--- src/logic/amcfa_pkg.sv ---
// Shared constants and types for the mode, link setup and lane alarm block.
// Assumes one 20 MHz clock and plain configuration ports, no register bus.
package amcfa_pkg;

  localparam int NUM_LANES = 16;
  localparam int MODE_W = 5;
  localparam int KM1_W = 8;

  // Reinit pulse length, in device clock cycles
  localparam int REINIT_CYC = 8;
  localparam int REINIT_CNT_W = 4;

  // Input mux select codes for single channel operation
  localparam logic [1:0] SEL_INA = 2'h0;
  localparam logic [1:0] SEL_INB = 2'h1;
  localparam logic [1:0] SEL_BOTH = 2'h2;

  // Analog input identifiers on the channel routing outputs
  localparam logic IN_A = 1'h0;
  localparam logic IN_B = 1'h1;

  // Reset values
  localparam logic SWAP_RST = 1'h0;
  localparam logic [1:0] SEL_RST = 2'h0;
  localparam logic [KM1_W-1:0] KM1_RST = 8'h1f;

  // Fixed extended multiblock count
  localparam logic [1:0] E_FIXED = 2'h1;

  // Derived link setup carried as one word
  typedef struct packed {
    logic valid;
    logic des;
    logic enc_64;
    logic [5:0] r_x4;
    logic [1:0] links;
    logic [4:0] lanes;
    logic [3:0] convs;
    logic [3:0] octets;
    logic [3:0] samples;
    logic [3:0] res_bits;
    logic [3:0] nprime;
    logic [1:0] cs;
  } amcfa_link_s;

  typedef enum logic {
    RI_IDLE = 1'b0,
    RI_BUSY = 1'b1
  } amcfa_reinit_e;

endpackage

--- src/logic/amcfa_lane_alarm.sv ---
// One sticky buffer alarm bit for a single serializer lane.
// Assumes event and clear strobes are synchronous one-cycle pulses.
module amcfa_lane_alarm (
  input wire logic clock,
  input wire logic rst,
  input wire logic upset,
  input wire logic clear,
  output logic alarm
);

  logic alarm_ff;

  // Set wins over a clear in the same cycle
  always_ff @(posedge clock or posedge rst) begin
    if (rst) begin
      alarm_ff <= 1'h0;
    end else if (upset) begin
      alarm_ff <= 1'h1;
    end else if (clear) begin
      alarm_ff <= 1'h0;
    end
  end

  assign alarm = alarm_ff;

endmodule

--- src/logic/amcfa_mode_decode.sv ---
// Mode code to link transport parameter lookup.
// Assumes codes outside the table are reserved and flag invalid.
module amcfa_mode_decode (
  input wire logic [amcfa_pkg::MODE_W-1:0] mode,
  output amcfa_pkg::amcfa_link_s cfg
);

  // Purely combinational table; codes without a row read as invalid
  always_comb begin
    cfg = '0;
    unique case (mode)
      5'h00: cfg = '{1'h1, 1'h1, 1'h0, 6'h10, 2'h2, 5'h04, 4'h4,
                     4'h8, 4'h5, 4'hc, 4'hc, 2'h0};
      5'h01: cfg = '{1'h1, 1'h1, 1'h0, 6'h08, 2'h2, 5'h08, 4'h8,
                     4'h8, 4'h5, 4'hc, 4'hc, 2'h0};
      5'h02: cfg = '{1'h1, 1'h0, 1'h0, 6'h10, 2'h2, 5'h04, 4'h4,
                     4'h8, 4'h5, 4'hc, 4'hc, 2'h0};
      5'h03: cfg = '{1'h1, 1'h0, 1'h0, 6'h08, 2'h2, 5'h08, 4'h8,
                     4'h8, 4'h5, 4'hc, 4'hc, 2'h0};
      5'h05: cfg = '{1'h1, 1'h1, 1'h0, 6'h0a, 2'h2, 5'h04, 4'h1,
                     4'h1, 4'h4, 4'h8, 4'h8, 2'h0};
      5'h06: cfg = '{1'h1, 1'h1, 1'h0, 6'h05, 2'h2, 5'h08, 4'h1,
                     4'h1, 4'h8, 4'h8, 4'h8, 2'h0};
      default: cfg = '0;
    endcase
  end

endmodule

--- src/logic/amcfa_mode_cfg_fifo_alarm.sv ---
// Top of the mode selection, link setup and lane buffer alarm block.
// Assumes all control inputs are synchronous to the 20 MHz clock and
// that lane upset inputs are one-cycle pulses from the buffer logic.
module amcfa_mode_cfg_fifo_alarm #(
  parameter int NUM_LANES = amcfa_pkg::NUM_LANES
) (
  input wire logic clock,
  input wire logic rst,
  // Configuration controls
  input wire logic [amcfa_pkg::MODE_W-1:0] link_mode_select,
  input wire logic link_enable,
  input wire logic [amcfa_pkg::KM1_W-1:0] frames_per_multiframe_minus_one,
  input wire logic auto_reinit_on_buffer_alarm,
  input wire logic input_swap,
  input wire logic [1:0] single_input_select,
  input wire logic cal_done,
  // Lane buffer upset events
  input wire logic [NUM_LANES-1:0] lane_overflow,
  input wire logic [NUM_LANES-1:0] lane_underflow,
  // Alarm clear, write one to clear
  input wire logic alarm_clear_wr,
  input wire logic [NUM_LANES-1:0] alarm_clear_bits,
  // Alarm status
  output logic lane_buffer_alarm,
  output logic [NUM_LANES-1:0] per_lane_buffer_alarm,
  // Reinit and power control
  output logic serializer_reinit,
  output logic buffer_reinit,
  output logic link_block_reset,
  output logic serializer_power_down,
  // Derived link setup
  output amcfa_pkg::amcfa_link_s link_cfg,
  output logic [8:0] frames_per_multiframe,
  output logic [1:0] multiblocks_per_emb,
  output logic ilas_enable,
  output logic [5:0] pll_mult_x4,
  output logic pll_bypass,
  // Channel routing
  output logic interleave,
  output logic sample_rate_double,
  output logic ch_a_input,
  output logic ch_b_input,
  output logic ch_b_out_of_phase
);

  logic [NUM_LANES-1:0] lane_upset;
  logic [NUM_LANES-1:0] lane_alarm;
  logic any_upset;
  amcfa_pkg::amcfa_link_s dec_cfg;
  amcfa_pkg::amcfa_link_s cfg_ff;
  logic [amcfa_pkg::KM1_W-1:0] km1_ff;
  amcfa_pkg::amcfa_reinit_e reinit_state_ff;
  amcfa_pkg::amcfa_reinit_e nxt_reinit_state;
  logic [amcfa_pkg::REINIT_CNT_W-1:0] reinit_cnt_ff;
  logic [amcfa_pkg::REINIT_CNT_W-1:0] nxt_reinit_cnt;
  logic swap_ff;
  logic [1:0] sel_ff;
  logic route_a_ff;
  logic route_b_ff;
  logic reinit_go;

  // Any lane overflow or underflow counts as a buffer upset
  assign lane_upset = lane_overflow | lane_underflow;
  assign any_upset = |lane_upset;

  // One sticky alarm per lane, cleared only by a one written to it
  for (genvar i = 0; i < NUM_LANES; i++) begin : g_lane
    amcfa_lane_alarm u_alarm (
      .clock(clock),
      .rst(rst),
      .upset(lane_upset[i]),
      .clear(alarm_clear_wr & alarm_clear_bits[i]),
      .alarm(lane_alarm[i])
    );
  end

  // Summary follows the lane bits so it cannot disagree with them
  assign per_lane_buffer_alarm = lane_alarm;
  assign lane_buffer_alarm = |lane_alarm;

  // Mode code lookup
  amcfa_mode_decode u_decode (
    .mode(link_mode_select),
    .cfg(dec_cfg)
  );

  // Link setup follows the mode code only while the link is off, so a
  // code change under a running link cannot tear the lane format.
  always_ff @(posedge clock or posedge rst) begin
    if (rst) begin
      cfg_ff <= '0;
      km1_ff <= amcfa_pkg::KM1_RST;
    end else if (!link_enable) begin
      cfg_ff <= dec_cfg;
      km1_ff <= frames_per_multiframe_minus_one;
    end
  end

  // Reinit trigger: new upset with auto reinit on and the link up
  assign reinit_go = auto_reinit_on_buffer_alarm & link_enable
                     & any_upset;

  // Reinit sequencer; upsets during a reinit are caused by it, so they
  // only latch alarms and do not restart the sequence.
  always_comb begin
    nxt_reinit_state = reinit_state_ff;
    nxt_reinit_cnt = reinit_cnt_ff;
    unique case (reinit_state_ff)
      amcfa_pkg::RI_IDLE: begin
        if (reinit_go) begin
          nxt_reinit_state = amcfa_pkg::RI_BUSY;
          nxt_reinit_cnt = amcfa_pkg::REINIT_CNT_W'(amcfa_pkg::REINIT_CYC - 1);
        end
      end
      amcfa_pkg::RI_BUSY: begin
        if (!link_enable || reinit_cnt_ff == '0) begin
          nxt_reinit_state = amcfa_pkg::RI_IDLE;
        end else begin
          nxt_reinit_cnt = reinit_cnt_ff - 1'b1;
        end
      end
    endcase
  end

  // Sequencer state
  always_ff @(posedge clock or posedge rst) begin
    if (rst) begin
      reinit_state_ff <= amcfa_pkg::RI_IDLE;
      reinit_cnt_ff <= '0;
    end else begin
      reinit_state_ff <= nxt_reinit_state;
      reinit_cnt_ff <= nxt_reinit_cnt;
    end
  end

  // Serializers, buffer and link block all restart together
  assign serializer_reinit = (reinit_state_ff == amcfa_pkg::RI_BUSY);
  assign buffer_reinit = serializer_reinit;

  // Link off holds the link block in reset and the lanes powered down
  assign link_block_reset = !link_enable | serializer_reinit;
  assign serializer_power_down = !link_enable;

  // Derived link outputs
  assign link_cfg = cfg_ff;
  assign interleave = cfg_ff.des;
  assign sample_rate_double = cfg_ff.des;
  assign pll_mult_x4 = cfg_ff.r_x4;
  // A ratio of one needs no multiplication
  assign pll_bypass = (cfg_ff.r_x4 == 6'h04);

  // K only means something with 8b10b; E is fixed and only for 64b66b
  assign frames_per_multiframe = cfg_ff.enc_64 ? 9'h000
                                 : {1'b0, km1_ff} + 9'h001;
  assign multiblocks_per_emb = cfg_ff.enc_64 ? amcfa_pkg::E_FIXED
                               : 2'h0;

  // Alignment sequence carries parameters in 8b10b, absent in 64b66b
  assign ilas_enable = !link_block_reset & cfg_ff.valid
                       & !cfg_ff.enc_64;

  // Mux controls only take hold when a calibration completes, since
  // the converter trim is tied to the input it was calibrated on.
  always_ff @(posedge clock or posedge rst) begin
    if (rst) begin
      swap_ff <= amcfa_pkg::SWAP_RST;
      sel_ff <= amcfa_pkg::SEL_RST;
    end else if (cal_done) begin
      swap_ff <= input_swap;
      sel_ff <= single_input_select;
    end
  end

  // Channel routing from the effective mode and the held mux setting
  always_ff @(posedge clock or posedge rst) begin
    if (rst) begin
      route_a_ff <= amcfa_pkg::IN_A;
      route_b_ff <= amcfa_pkg::IN_B;
    end else if (!cfg_ff.des) begin
      // Two channels, each on its own input, optionally crossed
      route_a_ff <= swap_ff ? amcfa_pkg::IN_B : amcfa_pkg::IN_A;
      route_b_ff <= swap_ff ? amcfa_pkg::IN_A : amcfa_pkg::IN_B;
    end else if (sel_ff == amcfa_pkg::SEL_BOTH) begin
      // Dual-input interleave: separate inputs, same link format
      route_a_ff <= amcfa_pkg::IN_A;
      route_b_ff <= amcfa_pkg::IN_B;
    end else begin
      // Both channels on the selected input; reserved code falls to A
      route_a_ff <= (sel_ff == amcfa_pkg::SEL_INB);
      route_b_ff <= (sel_ff == amcfa_pkg::SEL_INB);
    end
  end

  assign ch_a_input = route_a_ff;
  assign ch_b_input = route_b_ff;
  // Interleaving runs the second channel on the opposite clock phase
  assign ch_b_out_of_phase = cfg_ff.des;
endmodule

--- config.mk ---
export PLATFORM = sky130hd
export DESIGN_NAME = amcfa_mode_cfg_fifo_alarm
export DESIGN_NICKNAME = d
export VERILOG_FILES = /design/src/logic/amcfa_pkg.sv /design/src/logic/amcfa_lane_alarm.sv /design/src/logic/amcfa_mode_decode.sv /design/src/logic/amcfa_mode_cfg_fifo_alarm.sv
export SDC_FILE = /design/constraint.sdc
export NUM_CORES = 1
export LEC_CHECK = 0
export BUFFER_PORTS_ARGS = -buffer_cell sky130_fd_sc_hd__buf_2
export CAP_MARGIN = 30
export CORE_MARGIN = 2
export CORE_UTILIZATION = 47
export CTS_BUF_LIST = sky130_fd_sc_hd__clkbuf_4 sky130_fd_sc_hd__clkbuf_8 sky130_fd_sc_hd__clkbuf_16
export DETAILED_ROUTE_END_ITERATION = 10
export PLACE_DENSITY_LB_ADDON = 0.15
export RECOVER_POWER = 25
export SLEW_MARGIN = 20
export SYNTH_ARGS = -nofsm -noshare
export SYNTH_HDL_FRONTEND = slang
export SYNTH_SLANG_ARGS = --single-unit
export TNS_END_PERCENT = 20
--- constraint.sdc ---
create_clock -name clock -period 2.5 [get_ports clock]
set_input_delay 0 -clock clock [delete_from_list [all_inputs] [get_ports clock]]
set_output_delay 0 -clock clock [all_outputs]
set_load 0.01 [all_outputs]
**Word-level counts from Yosys, hierarchy flattened**

Index checks and enable logic that the tools add are counted.

- Register bits after elaboration: 72
- Input port bits: 70
- Output and inout port bits: 83
- Logic and storage cells: 142

- $add $sub $neg: 2
- Equality and inequality tests: 10
- Multiplexer cells: 47
- Bitwise operators: 23
- Reductions and logical operators: 25

Operators with widths:

| kind | count |
|---|---|
| 38-bit case mux with 6 select lines | 1 |
| 1-bit two-way mux | 41 |
| 2-bit nonzero test | 16 |
| 16-bit OR reduction | 2 |
| 1-bit AND | 20 |
| 16-bit bitwise OR | 1 |
| 5-bit by 2-bit == test with 1-bit output (second input constant) | 2 |
| 5-bit by 3-bit == test with 1-bit output (second input constant) | 2 |
| 8-bit by 1-bit adder with 9-bit output (second input constant) | 1 |
| 9-bit two-way mux | 1 |
| 4-bit two-way mux | 2 |
| 4-bit case mux with 2 select lines | 1 |
| 6-bit by 3-bit == test with 1-bit output (second input constant) | 1 |
| 5-bit by 1-bit == test with 1-bit output (second input constant) | 1 |
| 5-bit zero test | 1 |
| 4-bit zero test | 1 |
| 2-bit != test (second input constant) | 2 |
| 4-bit by 1-bit subtractor with 4-bit output (second input constant) | 1 |
| 1-bit zero test | 3 |
| 2-bit by 1-bit == test with 1-bit output (second input constant) | 1 |
| 2-bit == test (second input constant) | 1 |
| 1-bit case mux with 2 select lines | 1 |
| 2-bit AND reduction | 1 |
| 1-bit logical OR | 1 |
| other kinds (2) | 2 |

**Longest topological paths before layout**

Gate-level depths: netlist of run 1.

- Depth in word-level cells: 5
- Gate-level depth with buffers: 6
- Depth with buffers taken out: 6

**Modules after synthesis**

Synthesis of run 1 repeated with hierarchy kept, for this count alone.

- Cell total of the unflattened synthesis: 353
- Area, all modules: 3782.4 sq um

By module, submodules not included:

| module | times used | cells each | area each (sq um) | seq. area each (sq um) |
|---|---|---|---|---|
| amcfa_mode_cfg_fifo_alarm | 1 | 237 | 2798.9 | 1408.9 |
| amcfa_lane_alarm | 16 | 4 | 40.0 | 25.0 |
| amcfa_mode_decode | 1 | 52 | 342.8 | 0.0 |

**Worst setup path before layout of run 1**

Ideal clock, no wire load.

- Path type: register to register
- Start point: register reinit_cnt_ff[0] in the netlist's numbering
- End point: register reinit_cnt_ff[3] in the netlist's numbering
- Setup time: 0.124 ns
- Arrival: 1.214 ns
- Data required time: 2.376 ns
- Slack: 1.163 ns
- Cell stages (with the launch flop): 7
- Buffers on the path: 0
- Period minus slack after synthesis: 1.337 ns
- Path through: dfrtp_1 -> inv_1 -> ha_1 -> nand2b_1 -> o211ai_1 -> nor3_1 -> a211o_1

- Cells in the longest elaborated chain, start to end: 4
- Elaborated cells on any way between the ends: 7
- Classes of those cells: 1 x add/sub; 1 x eq/ne; 2 x mux; 3 x reduce/logical

Ends and longest elaborated chain:

| what | RTL line | RTL |
|---|---|---|
| start: declaration | amcfa_mode_cfg_fifo_alarm.sv:54 | `logic [amcfa_pkg::REINIT_CNT_W-1:0] reinit_cnt_ff;` |
| start signal: assignment | amcfa_mode_cfg_fifo_alarm.sv:132 | `reinit_cnt_ff <= nxt_reinit_cnt;` |
| branches (longest 4 deep; another with 4-bit by 1-bit subtractor with 4-bit output) | - |  |

Parallel ways; which one is timed is not known. The select of a mux whose other input is x is not followed.
A chain may end at the register's enable or synchronous reset.

==> results of run 1 <==
power groups by stage:
stage	Clock (mW)	Sequential [mW]	Combinational (mW)
floorplan	0	0.868	0.243
global placement	0	0.867	0.336
detailed placement	0	0.869	0.340
CTS	0.565	0.855	0.399
global route	0.598	0.864	0.442
finish	0.540	0.855	0.398
placed cells by master (no fill, tap or decap), types with 2 or more instances in the layout:
cell and count:
xor2_1 2, clkbuf_8 5, a21oi_1 2, nor4_1 12
inv_1 8, dfstp_2 6, nand2_1 37, dlygate4sd3_1 52
o21ai_0 9, mux2_2 11, o211ai_1 2, nor3_1 3
o31ai_1 2, xnor2_1 6, conb_1 20, and3_1 2
a211o_1 17, nand3_1 5, dfrtp_1 40, buf_2 132
nand4_1 4, ha_1 3, nand2b_1 2, nor2_1 5
a22o_1 3
worst max-delay path: cells and delay by family:
family,cells,cell delay (ps)
AOI/OAI and AO/OA,1,90
buffers and inverters,4,1780
and+or+nand+nor,1,50
routing by layer:
metal  track usage  wire length (microns)  vias to the layer above
met2         0.367                   3020                      104
met4        0.0579                     54                        0
li1              -                      -                     1120
met3        0.0395                    446                        4
met5             0                      0                        -
met1         0.233                   2500                     1082
how the worst max path moves through the flow:
stage	endpoint	slack, ps	cells past startpoint
floorplan	reinit_cnt_ff[3]$_DFFE_PP0P_	1160	6
global placement	reinit_cnt_ff[3]$_DFFE_PP0P_	1100	6
detailed placement	reinit_cnt_ff[3]$_DFFE_PP0P_	1050	6
CTS	frames_per_multiframe[8]	840	5
global route	sel_ff[1]$_DFFE_PP0P_	700	6
finish	sel_ff[1]$_DFFE_PP0P_	770	6
registers in the layout, indices dropped and copies added, names as in the netlist:
| register | cells |
|---|---|
| buffer_reinit | 1 |
| ch_a_input | 1 |
| ch_b_input | 1 |
| ch_b_out_of_phase | 1 |
| g_lane.u_alarm.alarm | 16 |
| km1_ff | 8 |
| link_cfg | 8 |
| pll_mult_x4 | 3 |
| reinit_cnt_ff | 4 |
| sel_ff | 2 |
| swap_ff | 1 |
area by class of cell:
type	count	area share
inverters	8	0.00841
flip-flops and latches	46	0.325
repair buffers	185	0.332
clock buffers	6	0.0214
multi-input cells	159	0.278
well taps	70	0.0245
clock inverters	2	0.0105
synth_stat cells (2+ instances only):
cell type	instances	area, sq um
a211o_1	17	149
a21oi_1	2	10.0
a22o_1	3	26.3
and3_1	2	12.5
buf_2	3	15.0
buf_4	55	413
clkbuf_1	4	15.0
dfrtp_1	40	1000
dfstp_2	6	158
ha_1	3	37.5
inv_1	8	30.0
mux2_2	11	124
nand2_1	37	139
nand2b_1	2	12.5
nand3_1	5	25.0
nand4_1	4	25.0
nor2_1	5	18.8
nor3_1	3	15.0
nor4_1	12	75.1
o211ai_1	2	15.0
o21ai_0	9	45.0
o31ai_1	2	15.0
xnor2_1	6	52.6
xor2_1	2	17.5
kinds of logic after synthesis:
kind of cell             share of synthesized area
AND/OR/NAND/NOR                              0.140
buffers and inverters                        0.190
flip-flops                                   0.451
AO/OA/AOI/OAI                                0.124
multiplexers                                0.0521
XOR/XNOR                                    0.0273
adder cells (fa/ha/maj)                     0.0146
other                                      0.00146
what timing repair did:
item / CTS / global route
setup endpoints to repair: 0 / 0
gates resized for setup: 0 / 0
hold buffers: 52 / 0
endpoints found under the hold margin: 70 / 0
==> out/qor.csv, run 1 <==
metric,value,unit
synth_edf_count,0,
regArea,1160,sq um
slew_headroom,0.425,
grt_remaining_overflow,0,
wirelength,6020,microns
synth-async-reset-ratio,1.00,
setup_viol,0,
post-route-util,0.686,
outcome,"finished, final reports clean",
min_path_cells,3,
slowest_delay,580,ps
fmax,576,MHz
worst-r2r-setup-slack,1040,ps
cap_viol_max_count,0,
grt_max_degree,47,
slowest_stage,dlygate4sd3_1,
grt_pass1_vias,2168,
setup_tns,0,ps
crit_required,2670,ps
switching_share,0.263,
critPathArrivalTime,1910,ps
h-tree-depth,2,
ant_nets,0,
clkPwrFrac,0.301,
io_buffers,132,
core,5200,sq um
track_usage,0.199,
dieWidth,77.9,microns
clk_latency,290,ps
cp-start-kind,input port,
p_int,1.32,mW
row_count,26,
fillers,433,
peakVddDrop,0.000337,V
slew_viol_final,0,
dieArea,6070,sq um
ys_types,38,
powerDensity,502,nW/um^2
hold_violations,0,
worst_slack,765,ps
post_cts_buffers,0,
combPwrFrac,0.222,
diodes,0,
synth.cell_area,2570,sq um
area_delta_synth_final,39.0,%
rsz0062_at_grt,no,
clockRootBuffer,clkbuf_8,
period_minus_slack,1730,ps
hold_path_class,in -> reg,
drtIter0Drc,70,
final_cell_area,3570,sq um
min_period_over_period,0.694,
multi_input_area,993,sq um
yosys_most_used_dff,dfrtp_1,
switchingPower,0.472,mW
regToRegEndpoint,reinit_cnt_ff[3]$_DFFE_PP0P_,
gp_congestion,0.738,
via_per_inst,4.85,
ioPinCount,153,
syn_area_per_cell,9.99,sq um
r2r_cells,6,
drc,0,
placed_cells,415,
path_common_cell,dlygate4sd3_1,
finClkSkew,3.22,ps
cellLeakagePower,1.70,nW
path_clk_slew,80,ps
crit_start,single_input_select[1],
holdWs,20.9,ps
grt_pass1_wl,9690,microns
post-place-ws,1050,ps
crit_fanout,1,
synth_seq_area_share,0.451,
power,1.79,mW
hold-path-endpoint,buffer_reinit$_DFF_PP0_,
place_area,2930,sq um
stdcell_count,476,
endpoint_kind,register,
crit_type,in -> reg,
die_y,77.9,microns
synth_cells,257,
cts_made_buffers,5,
yosysWarnings,0,
cts_tree,done,
ys_ff_latch,46,
final_layout_size_suffix_gt1_frac,0.392,
firstDrtPassIters,4,
clkSinkCount,46,
worstPathCellList,dlygate4sd3_1 > buf_2 > nand2_1 > dlygate4sd3_1 > o21ai_0 > dlygate4sd3_1,
timing.rr.start,reinit_cnt_ff[0]$_DFFE_PP0P_,
fin_nets,478,
wire_per_inst,12.7,microns
dr_total_vias,2310,
start_util,0.493,
seq_power_share,0.477,
hold_start,auto_reinit_on_buffer_alarm,
clock_path_buffers,2,
antenna_found_initial,0,
max_slew.worst_pin.slew,863,ps
hpwl,4140,microns
(Power assumes the default switching activity.)
==> run 2, diff against run 1 <==
--- a/config.mk
+++ b/config.mk
@@ -5,10 +5,11 @@
 export SDC_FILE = /design/constraint.sdc
 export NUM_CORES = 1
 export LEC_CHECK = 0
+export ABC_AREA = 1
 export BUFFER_PORTS_ARGS = -buffer_cell sky130_fd_sc_hd__buf_2
 export CAP_MARGIN = 30
 export CORE_MARGIN = 2
-export CORE_UTILIZATION = 47
+export CORE_UTILIZATION = 44
 export CTS_BUF_LIST = sky130_fd_sc_hd__clkbuf_4 sky130_fd_sc_hd__clkbuf_8 sky130_fd_sc_hd__clkbuf_16
 export DETAILED_ROUTE_END_ITERATION = 10
 export PLACE_DENSITY_LB_ADDON = 0.15
==> constraint.sdc (replaced) <==
create_clock -name clock -period 1.8 [get_ports clock]
set_input_delay 0 -clock clock [delete_from_list [all_inputs] [get_ports clock]]
set_output_delay 0 -clock clock [all_outputs]
set_load 0.01 [all_outputs]
==> out/qor.csv, run 2 <==
metric,value,unit,change
diodes,0,,unchanged
max_slew.worst_pin.slew,1010,ps,was 863 ps
gp_congestion,0.821,,was 0.738
switching_share,0.289,,was 0.263
area_delta_synth_final,47.3,%,was 39.0%
cp-start-kind,input port,,unchanged
setup_viol,0,,unchanged
placed_cells,481,,was 415
drtIter0Drc,74,,was 70
via_per_inst,4.56,,was 4.85
die_y,80.1,microns,was 77.9 microns
io_buffers,132,,unchanged
synth_cells,317,,was 257
hpwl,4190,microns,was 4140 microns
synth_area_leaders,"dfrtp_1 39%, nand2_1 17%, buf_4 16%, dfstp_2 6.2%, nor2_1 4.3%",,"was dfrtp_1 39%, buf_4 16%, dfstp_2 6.1%, a211o_1 5.8%, nand2_1 5.4%"
crit_fanout,2,,was 1
synth.cell_area,2550,sq um,was 2570 sq um
ys_types,30,,was 38
hold-path-endpoint,sel_ff[0]$_DFFE_PP0P_,,was buffer_reinit$_DFF_PP0_
post-place-ws,426,ps,was 1050 ps
layout_common_cells,"130 x buf_2, 113 x nand2_1, 61 x dlygate4sd3_1, 40 x dfrtp_1, 20 x conb_1",,"was 132 x buf_2, 52 x dlygate4sd3_1, 40 x dfrtp_1, 37 x nand2_1, 20 x conb_1"
dieWidth,80.1,microns,was 77.9 microns
cts_made_buffers,5,,unchanged
finClkSkew,4.16,ps,was 3.22 ps
clkPwrFrac,0.290,,was 0.301
post-route-util,0.678,,was 0.686
firstDrtPassIters,4,,unchanged
ant_nets,0,,unchanged
final_cell_area,3760,sq um,was 3570 sq um
peakVddDrop,0.000527,V,was 0.000337 V
crit_type,in -> reg,,unchanged
hold_start,cal_done,,was auto_reinit_on_buffer_alarm
holdWs,24.8,ps,was 20.9 ps
cts_tree,done,,unchanged
path_clk_slew,90,ps,was 80 ps
outcome,"finished, final reports clean",,unchanged
slew_viol_final,0,,unchanged
core,5540,sq um,was 5200 sq um
period_minus_slack,1760,ps,
ioPinCount,153,,unchanged
clkSinkCount,46,,unchanged
grt_remaining_overflow,0,,unchanged
endpoint_kind,register,,unchanged
fillers,462,,was 433
hold_violations,0,,unchanged
wire_per_inst,12.2,microns,was 12.7 microns
critPathArrivalTime,1940,ps,was 1910 ps
crit_required,1980,ps,was 2670 ps
antenna_found_initial,0,,unchanged
synth.largest_area_cell,dfrtp_1,,unchanged
min_period_over_period,0.979,,
largest_register_ffs,16,,unchanged
final_layout_size_suffix_gt1_frac,0.339,,was 0.392
slew_headroom,0.326,,was 0.425
syn_area_per_cell,8.05,sq um,was 9.99 sq um
place_area,2940,sq um,was 2930 sq um
h-tree-depth,2,,unchanged
ys_ff_latch,46,,unchanged
worst-r2r-setup-slack,390,ps,was 1040 ps
synthTopCellsByCount,"113 x nand2_1, 56 x buf_4, 40 x dfrtp_1",,"was 55 x buf_4, 40 x dfrtp_1, 37 x nand2_1"
post_cts_buffers,0,,unchanged
grt_max_degree,29,,was 47
timing.rr.start,reinit_cnt_ff[0]$_DFFE_PP0P_,,unchanged
switchingPower,0.771,mW,was 0.472 mW
stdcell_count,553,,was 476
grt_pass1_wl,10600,microns,was 9690 microns
seq_power_share,0.458,,was 0.477
setup_tns,0,ps,unchanged
multi_input_area,1010,sq um,was 993 sq um
fmax,568,MHz,
synth-async-reset-ratio,1.00,,unchanged
synth_top_area_share,0.392,,was 0.390
cap_viol_max_count,0,,unchanged
clock_path_buffers,2,,unchanged
yosysMostFrequentCell,nand2_1,,was buf_4
synth_seq_area_share,0.454,,was 0.451
clockRootBuffer,clkbuf_8,,unchanged
combPwrFrac,0.251,,was 0.222
rsz0062_at_grt,no,,unchanged
start_util,0.460,,was 0.493
power,2.67,mW,was 1.79 mW
cellLeakagePower,1.99,nW,was 1.70 nW
worst_slack,38.6,ps,was 765 ps
yosys_most_used_dff,dfrtp_1,,unchanged
wirelength,6770,microns,was 6020 microns
hold_path_class,in -> reg,,unchanged
track_usage,0.209,,was 0.199
row_count,27,,was 26
final_common_cell,buf_2,,unchanged
clk_latency,290,ps,about the same
dr_total_vias,2519,,was 2310
yosysWarnings,0,,unchanged
r2r_cells,7,,was 6
powerDensity,710,nW/um^2,was 502 nW/um^2
regToRegEndpoint,reinit_cnt_ff[2]$_DFFE_PP0P_,,was reinit_cnt_ff[3]$_DFFE_PP0P_
synth_edf_count,0,,unchanged
regArea,1160,sq um,unchanged
grt_pass1_vias,2438,,was 2168
drc,0,,unchanged
dieArea,6420,sq um,was 6070 sq um
min_path_cells,2,,was 3
fin_nets,553,,was 478
p_int,1.90,mW,was 1.32 mW
-- run 2: cell count changes after synthesis, sizes merged, moves of 8 or more --
cell	before	now
a211o	17	0
nand2	37	114
mux2	11	1
inv	8	18
nor4	12	4
nor2	5	29
-- run 2: worst max path at each step --
stage	cells after the start	slack (ps)	end	from
3_3_place_gp	7	500	reinit_cnt_ff[1]$_DFFE_PP0P_	reinit_cnt_ff[0]$_DFFE_PP0P_
5_1_grt	6	2	g_lane[11].u_alarm.alarm$_DFFE_PP0P_	lane_overflow[11]
4_1_cts	6	20	g_lane[7].u_alarm.alarm$_DFFE_PP0P_	lane_overflow[7]
3_5_place_dp	7	430	reinit_cnt_ff[2]$_DFFE_PP0P_	reinit_cnt_ff[0]$_DFFE_PP0P_
6_report	6	40	g_lane[13].u_alarm.alarm$_DFFE_PP0P_	lane_overflow[13]
2_1_floorplan	7	570	reinit_cnt_ff[1]$_DFFE_PP0P_	reinit_cnt_ff[0]$_DFFE_PP0P_
-- run 2: cell type report --
class / instances / share of cell area
Clock buffer: 7 / 0.0223
Clock inverter: 1 / 0.00799
Inverter: 18 / 0.0180
Multi-Input combinational cell: 212 / 0.270
Sequential cell: 46 / 0.308
Tap cell: 72 / 0.0240
Timing Repair Buffer: 197 / 0.350
-- run 2: repair_timing --
item / CTS / global route
endpoints found under the setup margin: 0 / 15
gates resized for setup: 0 / 21
hold endpoints to repair: 52 / 0
hold buffers: 66 / 0
-- run 2: layer usage --
layer,up-vias,global-route usage,part of all wire
met2,94,0.364,0.52
met5,-,0,0
li1,1238,-,-
met4,0,0.0847,0.015
met1,1177,0.254,0.41
met3,10,0.0371,0.054
-- run 2: worst max-delay path, stage by stage --
cell and delay (ps):
dlygate4sd3_1 560, buf_2 140, nor2_4 80, dlygate4sd3_1 550
nand2_1 50, dlygate4sd3_1 550
-- run 2: cell families (layout without fill, tap and decap cells) --
kind of cell             count (synthesis)  after routing  synth area share
multiplexers                             1              1           0.00441
flip-flops                              46             46             0.454
buffers and inverters                   78            223             0.198
adder cells (fa/ha/maj)                  3              3            0.0147
AND/OR/NAND/NOR                        164            164             0.261
XOR/XNOR                                 6              6            0.0206
AO/OA/AOI/OAI                           18             18            0.0456
other                                    1             20           0.00147
-- run 2: power by group through the flow --
stage | Sequential (mW) | Combinational, mW | Clock, mW
3_5_place_dp | 1.24 | 0.543 | 0
4_1_cts | 1.22 | 0.646 | 0.789
2_1_floorplan | 1.24 | 0.405 | 0
3_3_place_gp | 1.24 | 0.536 | 0
6_report | 1.22 | 0.671 | 0.775
5_1_grt | 1.24 | 0.745 | 0.838
